### config.mk
export PLATFORM = sky130hd
export DESIGN_NAME = cms_msg_status
export DESIGN_NICKNAME = d
export VERILOG_FILES = /design/src/verilog/cms_pkg.sv /design/src/verilog/cms_msg_status.sv
export SDC_FILE = /design/constraint.sdc
export NUM_CORES = 1
export LEC_CHECK = 0
export BUFFER_PORTS_ARGS = -buffer_cell sky130_fd_sc_hd__buf_2
export CAP_MARGIN = 20
export CORE_AREA = 2 2 173 175
export CTS_CLUSTER_DIAMETER = 40
export CTS_CLUSTER_SIZE = 30
export DETAILED_ROUTE_END_ITERATION = 16
export DIE_AREA = 0 0 175 177
export SYNTH_ARGS = -nofsm -noshare
export SYNTH_HDL_FRONTEND = slang
export SYNTH_SLANG_ARGS = --single-unit
export TNS_END_PERCENT = 20
### constraint.sdc
create_clock -name clk -period 3.18 [get_ports clk]
set_clock_uncertainty 0.15 [all_clocks]
set_input_delay 0.159 -clock clk [delete_from_list [all_inputs] [get_ports clk]]
set_output_delay 0.159 -clock clk [all_outputs]
set_load 0.03 [all_outputs]
### src/verilog/cms_pkg.sv
package cms_pkg;

    // Register byte addresses in the special function register space.
    localparam logic [7:0] ADDR_STATUS = 8'hb2;
    localparam logic [7:0] ADDR_MASK2 = 8'hc5;
    localparam logic [7:0] ADDR_MASK3 = 8'hc6;

    // Field positions of the message object status register.
    localparam int BIT_LEN_WARN = 7;
    localparam int BIT_TX_DONE = 6;
    localparam int BIT_RX_DONE = 5;
    localparam int BIT_BIT_ERR = 4;
    localparam int BIT_STUFF_ERR = 3;
    localparam int BIT_CRC_ERR = 2;
    localparam int BIT_FORM_ERR = 1;
    localparam int BIT_ACK_ERR = 0;

    // Identifier mask low field sits in bits 7-5 of mask byte two.
    localparam int MASK_LSB = 5;
    localparam int MASK_W = 3;

    // Reset values of the stored state.
    localparam logic [7:0] STATUS_RST = 8'h00;
    localparam logic [2:0] MASK_RST = 3'h0;
    localparam logic [14:0] CRC_RST = 15'h0000;

    // Bus constants.
    localparam logic [14:0] CRC_POLY = 15'h4599;
    localparam logic [2:0] STUFF_LIMIT = 3'h5;
    localparam int NUM_OBJ = 14;
    localparam int IDX_W = 4;

    // Bit-level view of the bus, one sample per tick from the protocol engine.
    typedef struct packed {
        logic tick;         // Sample point of the current bit.
        logic rx_level;     // Level read back from the bus, 1 is recessive.
        logic tx_level;     // Level being driven, 1 is recessive.
        logic tx_active;    // Node is transmitter of the frame.
        logic in_arb;       // Bit belongs to the arbitration field.
        logic in_ack;       // Bit is the acknowledge slot.
        logic in_err_frame; // Node is sending an error frame.
        logic stuff_region; // Bit stuffing applies to this bit.
    } cms_bit_s;

    // Frame field markers for the CRC and form checks.
    typedef struct packed {
        logic destuff_valid; // A destuffed bit is present on rx_level.
        logic crc_calc;      // Destuffed bit lies in start of frame through data.
        logic crc_field;     // Destuffed bit lies in the received CRC field.
        logic crc_check;     // Pulse after the last CRC field bit.
        logic at_crc_delim;  // Bit is the CRC delimiter.
        logic at_ack_delim;  // Bit is the acknowledge delimiter.
        logic at_eof;        // Bit is inside end of frame.
    } cms_field_s;

endpackage
### src/verilog/cms_msg_status.sv
// Behaviour
// - Transmit done flag set when the object's transmission finishes; software clears it.
// - Among transmit-enabled objects 0 to 13, lowest index is sent first.
// - Receive done flag set when the object's reception finishes; software clears it.
// - Among objects hit by a received frame, lowest index is updated first.
// - While transmitting, sampled level differing from driven level flags a bit error.
// - Recessive sent, dominant read in arbitration is lost arbitration, no error.
// - No bit error for dominant acknowledge slot or while sending error frame.
// - CRC computed over destuffed bits from start of frame through data field.
// - Computed CRC not equal to received CRC field sets the CRC error flag.
// - Violated CRC delimiter, acknowledge delimiter or end of frame flags form error.
// - Mask bit 0 forces identifier bit match; mask bit 1 enables real comparison.
`timescale 1ns/1ps

module cms_msg_status #(
    parameter int NOBJ = cms_pkg::NUM_OBJ
) (
    input wire logic clk,                                   // Controller clock, 40 MHz.
    input wire logic rst,                                   // Synchronous reset, active high.
    input wire logic [7:0] sfr_addr,                        // Register address.
    input wire logic [7:0] sfr_wdata,                       // Register write data.
    input wire logic sfr_wr,                                // Write strobe, one cycle.
    output logic [7:0] sfr_rdata,                           // Register read data.
    input wire logic [cms_pkg::IDX_W-1:0] page_idx,         // Object seen through the registers.
    input wire logic [NOBJ-1:0] tx_enable,                  // Objects enabled for transmission.
    input wire logic tx_ready,                              // Controller ready to start a frame.
    input wire logic tx_done,                               // Pulse, transmission finished.
    output logic tx_sel_valid,                              // A transmit object is chosen.
    output logic [cms_pkg::IDX_W-1:0] tx_sel_idx,           // Chosen transmit object.
    input wire logic [NOBJ-1:0] rx_enable,                  // Objects enabled for reception.
    input wire logic [NOBJ-1:0] rx_high_match,              // Upper identifier bits match.
    input wire logic [NOBJ*3-1:0] obj_id_low,               // Per-object identifier bits 2-0.
    input wire logic [NOBJ*4-1:0] obj_dlc,                  // Per-object configured length.
    input wire logic [2:0] rx_id_low,                       // Received identifier bits 2-0.
    input wire logic [3:0] rx_dlc,                          // Received data length code.
    input wire logic rx_done,                               // Pulse, reception finished.
    output logic rx_hit_valid,                              // Some object accepts the frame.
    output logic [cms_pkg::IDX_W-1:0] rx_hit_idx,           // Object updated by the frame.
    input wire cms_pkg::cms_bit_s bus_bit,                  // Bit-level bus view.
    input wire cms_pkg::cms_field_s bus_field,              // Frame field markers.
    output logic arb_lost                                   // Pulse, arbitration lost.
);

    localparam int IW = cms_pkg::IDX_W;

    logic [7:0] status_reg [NOBJ];
    logic [cms_pkg::MASK_W-1:0] mask_reg [NOBJ];
    logic [IW-1:0] tx_obj_reg;
    logic [14:0] crc_reg;
    logic [14:0] crc_rx_reg;
    logic [2:0] same_cnt_reg;
    logic last_level_reg;
    logic ack_seen_reg;
    logic arb_lost_reg;
    logic [7:0] rdata_reg;

    logic [NOBJ-1:0] rx_hit;
    logic [IW-1:0] err_obj;
    logic page_ok;
    logic wr_status;
    logic wr_mask;
    logic ev_bit_err;
    logic ev_stuff_err;
    logic ev_crc_err;
    logic ev_form_err;
    logic ev_ack_err;
    logic ev_len_warn;
    logic [7:0] err_set;
    logic [14:0] crc_next;
    logic crc_fb;
    logic [3:0] hit_dlc;

    function automatic logic [IW:0] lowest(input logic [NOBJ-1:0] req);
        logic [IW:0] res;
        res = '0;
        for (int i = NOBJ - 1; i >= 0; i--) begin
            if (req[i]) begin
                res = {1'b1, IW'(i)};
            end
        end
        return res;
    endfunction

    // Register decode.
    assign page_ok = page_idx < IW'(NOBJ);
    assign wr_status = sfr_wr && page_ok && (sfr_addr == cms_pkg::ADDR_STATUS);
    assign wr_mask = sfr_wr && page_ok && (sfr_addr == cms_pkg::ADDR_MASK2);

    assign {tx_sel_valid, tx_sel_idx} = lowest(tx_enable & {NOBJ{tx_ready}});

    for (genvar g = 0; g < NOBJ; g++) begin : g_accept
        assign rx_hit[g] = rx_enable[g] && rx_high_match[g]
            && (((rx_id_low ^ obj_id_low[g*3 +: 3]) & mask_reg[g]) == 3'h0);
    end

    assign {rx_hit_valid, rx_hit_idx} = lowest(rx_hit);

    // Errors during transmission belong to the sending object, otherwise to the receiving one, or to the paged object if none accepts.
    assign err_obj = bus_bit.tx_active ? tx_obj_reg : (rx_hit_valid ? rx_hit_idx : page_idx);

    // Dominant acknowledge slot and error frame excluded.
    assign ev_bit_err = bus_bit.tick && bus_bit.tx_active
        && (bus_bit.rx_level != bus_bit.tx_level)
        && !(bus_bit.in_arb && bus_bit.tx_level && !bus_bit.rx_level)
        && !(bus_bit.in_ack && !bus_bit.rx_level)
        && !bus_bit.in_err_frame;

    assign ev_stuff_err = bus_bit.tick && bus_bit.stuff_region
        && (bus_bit.rx_level == last_level_reg) && (same_cnt_reg >= cms_pkg::STUFF_LIMIT);

    assign crc_fb = bus_bit.rx_level ^ crc_reg[14];
    assign crc_next = {crc_reg[13:0], 1'b0} ^ (crc_fb ? cms_pkg::CRC_POLY : 15'h0000);

    assign ev_crc_err = bus_field.crc_check && (crc_reg != crc_rx_reg);

    assign ev_form_err = bus_bit.tick && !bus_bit.rx_level
        && (bus_field.at_crc_delim || bus_field.at_ack_delim || bus_field.at_eof);

    // Missing acknowledge, judged at the acknowledge delimiter.
    assign ev_ack_err = bus_bit.tick && bus_bit.tx_active && bus_field.at_ack_delim && !ack_seen_reg;

    assign hit_dlc = obj_dlc[rx_hit_idx*4 +: 4];
    assign ev_len_warn = rx_done && rx_hit_valid && (rx_dlc != hit_dlc);

    assign err_set = (8'h01 << cms_pkg::BIT_BIT_ERR) & {8{ev_bit_err}}
        | (8'h01 << cms_pkg::BIT_STUFF_ERR) & {8{ev_stuff_err}}
        | (8'h01 << cms_pkg::BIT_CRC_ERR) & {8{ev_crc_err}}
        | (8'h01 << cms_pkg::BIT_FORM_ERR) & {8{ev_form_err}}
        | (8'h01 << cms_pkg::BIT_ACK_ERR) & {8{ev_ack_err}};

    // Per-object status; a hardware set in the cycle of a software write wins.
    for (genvar g = 0; g < NOBJ; g++) begin : g_obj
        logic [7:0] set_g;
        logic wr_g;
        assign wr_g = wr_status && (page_idx == IW'(g));
        assign set_g = ((err_obj == IW'(g)) ? err_set : 8'h00)
            | ((tx_done && tx_obj_reg == IW'(g)) ? (8'h01 << cms_pkg::BIT_TX_DONE) : 8'h00)
            | ((rx_done && rx_hit_valid && rx_hit_idx == IW'(g)) ? (8'h01 << cms_pkg::BIT_RX_DONE) : 8'h00)
            | ((ev_len_warn && rx_hit_idx == IW'(g)) ? (8'h01 << cms_pkg::BIT_LEN_WARN) : 8'h00);

        always_ff @(posedge clk) begin
            if (rst) begin
                status_reg[g] <= cms_pkg::STATUS_RST;
            end else begin
                status_reg[g] <= (wr_g ? sfr_wdata : status_reg[g]) | set_g;
            end
        end

        // Low bits of mask byte two are not stored.
        always_ff @(posedge clk) begin
            if (rst) begin
                mask_reg[g] <= cms_pkg::MASK_RST;
            end else if (wr_mask && page_idx == IW'(g)) begin
                mask_reg[g] <= sfr_wdata[cms_pkg::MASK_LSB +: cms_pkg::MASK_W];
            end
        end
    end

    // The transmit object is frozen at frame start so a late enable change cannot move its flags.
    always_ff @(posedge clk) begin
        if (rst) begin
            tx_obj_reg <= '0;
        end else if (tx_sel_valid && !bus_bit.tx_active) begin
            tx_obj_reg <= tx_sel_idx;
        end
    end

    always_ff @(posedge clk) begin
        if (rst) begin
            same_cnt_reg <= 3'h0;
            last_level_reg <= 1'b1;
        end else if (bus_bit.tick) begin
            last_level_reg <= bus_bit.rx_level;
            if (!bus_bit.stuff_region || bus_bit.rx_level != last_level_reg) begin
                same_cnt_reg <= 3'h1;
            end else if (same_cnt_reg < cms_pkg::STUFF_LIMIT) begin
                same_cnt_reg <= same_cnt_reg + 3'h1;
            end
        end
    end

    // CRC accumulate and capture received field.
    always_ff @(posedge clk) begin
        if (rst || bus_field.crc_check) begin
            crc_reg <= cms_pkg::CRC_RST;
            crc_rx_reg <= cms_pkg::CRC_RST;
        end else if (bus_field.destuff_valid && bus_field.crc_calc) begin
            crc_reg <= crc_next;
        end else if (bus_field.destuff_valid && bus_field.crc_field) begin
            crc_rx_reg <= {crc_rx_reg[13:0], bus_bit.rx_level};
        end
    end

    always_ff @(posedge clk) begin
        if (rst) begin
            ack_seen_reg <= 1'b0;
        end else if (bus_bit.tick && bus_bit.in_ack) begin
            ack_seen_reg <= !bus_bit.rx_level;
        end
    end

    // Report lost arbitration instead of an error.
    always_ff @(posedge clk) begin
        if (rst) begin
            arb_lost_reg <= 1'b0;
        end else begin
            arb_lost_reg <= bus_bit.tick && bus_bit.tx_active && bus_bit.in_arb
                && bus_bit.tx_level && !bus_bit.rx_level;
        end
    end
    assign arb_lost = arb_lost_reg;

    // Read data is registered; reserved bits and unknown addresses read zero.
    always_ff @(posedge clk) begin
        if (rst || !page_ok) begin
            rdata_reg <= 8'h00;
        end else if (sfr_addr == cms_pkg::ADDR_STATUS) begin
            rdata_reg <= status_reg[page_idx];
        end else if (sfr_addr == cms_pkg::ADDR_MASK2) begin
            rdata_reg <= {mask_reg[page_idx], 5'h00};
        end else begin
            rdata_reg <= 8'h00;
        end
    end
    assign sfr_rdata = rdata_reg;

endmodule

==> flow_summary.ini <==
[synthesis]
syn-mean-instance-area_um2 = 8.35
mapped_cell_area_um2 = 11500
synth.yosys.warnings = 0
synth_area_leaders = sky130_fd_sc_hd__dfxtp_1 (28%), sky130_fd_sc_hd__nand2_1 (13%), sky130_fd_sc_hd__edfxtp_1 (11%)
post_synth_edffs = 42
yosys_most_used_dff = sky130_fd_sc_hd__dfxtp_1
yosys_register_bits = 202
postSynthNetCount = 1573
area_share_of_the_largest_cell_type_after_synthesis_pct = 27.7
seq_area_frac_synth_pct = 38.7
postSynth.asyncResetShare_pct = 0
syn_inst = 1383
synth_cell_types = 69
post-synth-top-area-cell = sky130_fd_sc_hd__dfxtp_1

[placed_design]
instance_area_at_placement_um2 = 13600
finalWeightedCongestion = 0.887
pre_cts_ws_ps = -465
post-place-cells = 2003
portBuffers = 206
post-dp-hpwl_um = 29200

[worst_setup_path]
cp-end-kind = register
cp.buffers_inverters = 3
worst-path-max-fanout = 8
r2r-start = mask_reg[12][1]
slowest_stage = sky130_fd_sc_hd__or3_4
timing.critical_path.arrival_ps = 3670
timing.critical_path.mode_cell = sky130_fd_sc_hd__a22o_1
timing.reg2reg.worst_path_depth = 14
capture_point_of_the_critical_path = status_reg[5][7]
timing.setup.critical_path_class = register to register
timing.critical_path.slowest_cell_delay_ps = 450
cp_cell_sequence = a22o_1 -> o211ai_1 -> a221oi_4 -> or3_4 -> nand3_4 -> buf_6 -> o22ai_4 -> a22o_1 -> nor4_2 -> xor2_1 -> nor4_4 -> buf_4 -> clkbuf_16 -> o32ai_2
worstSetupStartpoint = mask_reg[12][1]
cp.depth = 14
reg2reg_slack_ps = -220
r2r_end = status_reg[5][7]
cp.required_ps = 3450
worst_setup_path_start_kind = register
worst_path_dominant_cell_family = compound AO/OA/AOI/OAI gates

[routing]
remaining_antenna_violation_count_after_routing = 0
drc_errors = 0
number_of_vias_in_the_routed_layout = 11600
first_pass_iters = 7
routed_wirelength_um = 40100
detail_route.wl_per_cell_um = 19.1
vias_cell = 5.52
number_of_drc_markers_in_iteration_0 = 841

[timing]
finalMaxSlewViolations = 0
tightest_slew_ps = 1130
holdWs_ps = 17.2
fin_crit_sh_pct = 107
count_of_endpoints_failing_setup_in_the_final_report = 14
fmax_mhz = 294
worst_slew_margin_rel_pct = 24.7
final_hold_viol_count = 0
final.setup.worst_slack_ps = -216
timing.final.crit_period_ps = 3400
setup_repair_after_global_routing_missed_its_margin = true

[pwr]
vdd_drop_max_uv = 408
leakage_nw = 5.77
pwr_cell_area_nw_per_um2 = 522
finalPower_mw = 8.00

[clocking]
cts.path.max_buffers = 3
cts_buffer_count = 34
cts_root_buf = sky130_fd_sc_hd__clkbuf_16
number_of_sinks_on_the_clock_net = 202
worst_skew_pair.late_latency_ps = 510
htree_levels = 2
clock_tree_from_tritoncts = done
clkTransAtPathRegs_ps = 60

[die]
std_cell_rows = 63
chipHeight_um = 177
dieWidth_um = 175
core_outline_area_um2 = 29200
fp.dieArea_um2 = 31000
initial_core_utilization_pct = 39.5
io_pins = 207

[grt]
grt_antenna_before_repair = 1
first_global_vias = 11200
grt_pass1_wl_um = 60700
maximum_number_of_pins_on_one_net_before_global_route_repair = 81
grtUsageTotal_pct = 25.0
global_route.overflow_total = 0

[worst_hold_path]
min-delay-path-class = primary input to register
hold_sp = tx_enable[3]

[finish]
drive_above_1_share_pct = 29.2
antenna-diode-count = 0
nNetsFinal = 1875
max_ffs_per_register = 112
final_area_um2 = 15300
area.growth.synth_to_final_pct = 32.6
instances_no_fill = 2101
fillerInstances = 2723

[status]
status = finished, violations left
violations_in_the_final_reports = negative setup slack

[run]
max-cap-violations = 0
[cell usage after synthesis (5+ instances only)]
master,instances
sky130_fd_sc_hd__mux2i_1,52
sky130_fd_sc_hd__a31oi_1,85
sky130_fd_sc_hd__o21ai_0,7
sky130_fd_sc_hd__dfxtp_1,160
sky130_fd_sc_hd__nand3_1,19
sky130_fd_sc_hd__nor2b_1,9
sky130_fd_sc_hd__a221oi_1,6
sky130_fd_sc_hd__o32ai_2,10
sky130_fd_sc_hd__o22ai_1,15
sky130_fd_sc_hd__nor3_1,10
sky130_fd_sc_hd__xnor2_1,21
sky130_fd_sc_hd__a22oi_1,19
sky130_fd_sc_hd__edfxtp_1,42
sky130_fd_sc_hd__and3_1,6
sky130_fd_sc_hd__or2_2,13
sky130_fd_sc_hd__nand2b_1,13
sky130_fd_sc_hd__clkbuf_1,68
sky130_fd_sc_hd__a21oi_1,95
sky130_fd_sc_hd__nor2_1,126
sky130_fd_sc_hd__nand2_1,385
sky130_fd_sc_hd__xor2_1,48
sky130_fd_sc_hd__inv_1,11
sky130_fd_sc_hd__mux4_2,33
sky130_fd_sc_hd__and2_1,13
sky130_fd_sc_hd__o21bai_1,14
sky130_fd_sc_hd__buf_1,6
sky130_fd_sc_hd__buf_6,5
sky130_fd_sc_hd__a21o_1,5
sky130_fd_sc_hd__nand4_1,9
sky130_fd_sc_hd__a211oi_1,5
sky130_fd_sc_hd__nor4_1,7
[worst register-to-register path: cells and delay by family, from the launching register on]
family	cells	cell delay, ps
AO/OA/AOI/OAI	6	1220
AND/OR/NAND/NOR	4	780
buffers and inverters	3	470
flip-flops	1	410
XOR/XNOR	1	270
[metrics by stage]
step                      utilization (%)  TNS (ps)
after CTS                            51.5     -2010
final                                52.4     -2710
after global placement               46.4     -9720
after floorplan                         -      -690
after detailed placement             46.4    -13810
after global routing                 52.4     -5040
[how the worst min path moves through the flow]
stage	slack, ps	end	depth (start not counted)
after global placement	310	crc_rx_reg[14]	2
after global routing	40	sfr_rdata[6]	3
after floorplan	130	arb_lost	2
final	20	tx_obj_reg[2]	5
after CTS	1	sfr_rdata[6]	3
after detailed placement	320	crc_rx_reg[14]	2
[where the power goes]
part | switching (mW) | leakage [nW] | internal, mW
clock network | 1.37 | 0.568 | 2.37
logic | 0.838 | 3.51 | 0.695
registers | 0.0496 | 1.69 | 2.68
total | 2.26 | 5.77 | 5.74
[cells in the final DEF, fill, tap and decap left out, types with 12 or more instances in the layout]
master | synthesis | layout
sky130_fd_sc_hd__nand2_1 | 385 | 384
sky130_fd_sc_hd__buf_2 | 1 | 205
sky130_fd_sc_hd__dfxtp_1 | 160 | 160
sky130_fd_sc_hd__nor2_1 | 126 | 123
sky130_fd_sc_hd__buf_4 | 3 | 114
sky130_fd_sc_hd__a21oi_1 | 95 | 89
sky130_fd_sc_hd__a31oi_1 | 85 | 85
sky130_fd_sc_hd__mux2i_1 | 52 | 52
sky130_fd_sc_hd__xor2_1 | 48 | 47
sky130_fd_sc_hd__edfxtp_1 | 42 | 42
sky130_fd_sc_hd__clkbuf_16 | 0 | 36
sky130_fd_sc_hd__mux4_2 | 33 | 33
sky130_fd_sc_hd__dlygate4sd3_1 | 0 | 27
sky130_fd_sc_hd__xnor2_1 | 21 | 20
sky130_fd_sc_hd__nand3_1 | 19 | 18
sky130_fd_sc_hd__o21bai_1 | 14 | 14
sky130_fd_sc_hd__nand2b_1 | 13 | 12
sky130_fd_sc_hd__and2_1 | 13 | 12
sky130_fd_sc_hd__a22oi_2 | 4 | 12
sky130_fd_sc_hd__or2_2 | 13 | 12
[metal layers]
layer | routed length [um] | GRT usage, % | vias up
met5 | 0 | 0 | -
met4 | 1370 | 10.1 | 0
met3 | 2930 | 3.97 | 90
met2 | 18900 | 41.9 | 498
met1 | 16900 | 32.1 | 5505
li1 | - | - | 5499
[cell families (layout without fill, tap and decap cells)]
logic type               count (synthesis)  in the layout  share of synthesized area, %
AND/OR/NAND/NOR                        629            629                          23.1
adder cells (fa/ha/maj)                  2              2                         0.217
flip-flops                             202            202                          38.7
multiplexers                            88             88                          11.2
buffers and inverters                   97            425                          3.82
XOR/XNOR                                69             69                          5.23
AO/OA/AOI/OAI                          296            296                          17.7
[timing repair]
item | in CTS | in global routing
hold buffers | 25 | 2
pin swaps | 3 | 3
buffers inserted | 1 | 7
setup endpoints to repair | 15 | 81
endpoints found under the hold margin | 104 | 1
gates cloned | 0 | 1
resized for setup | 14 | 34
[cell type report]
cell class,count,area (um2),share of cell area (%)
inverters,12,45.0,0.294
well taps,390,488,3.19
repair buffers,351,2240,14.6
multi-input cells,1084,6910,45.1
clock inverters,21,241,1.58
flip-flops and latches,202,4460,29.2
clock buffers,41,928,6.06
Power figures use the tool's default switching activity.
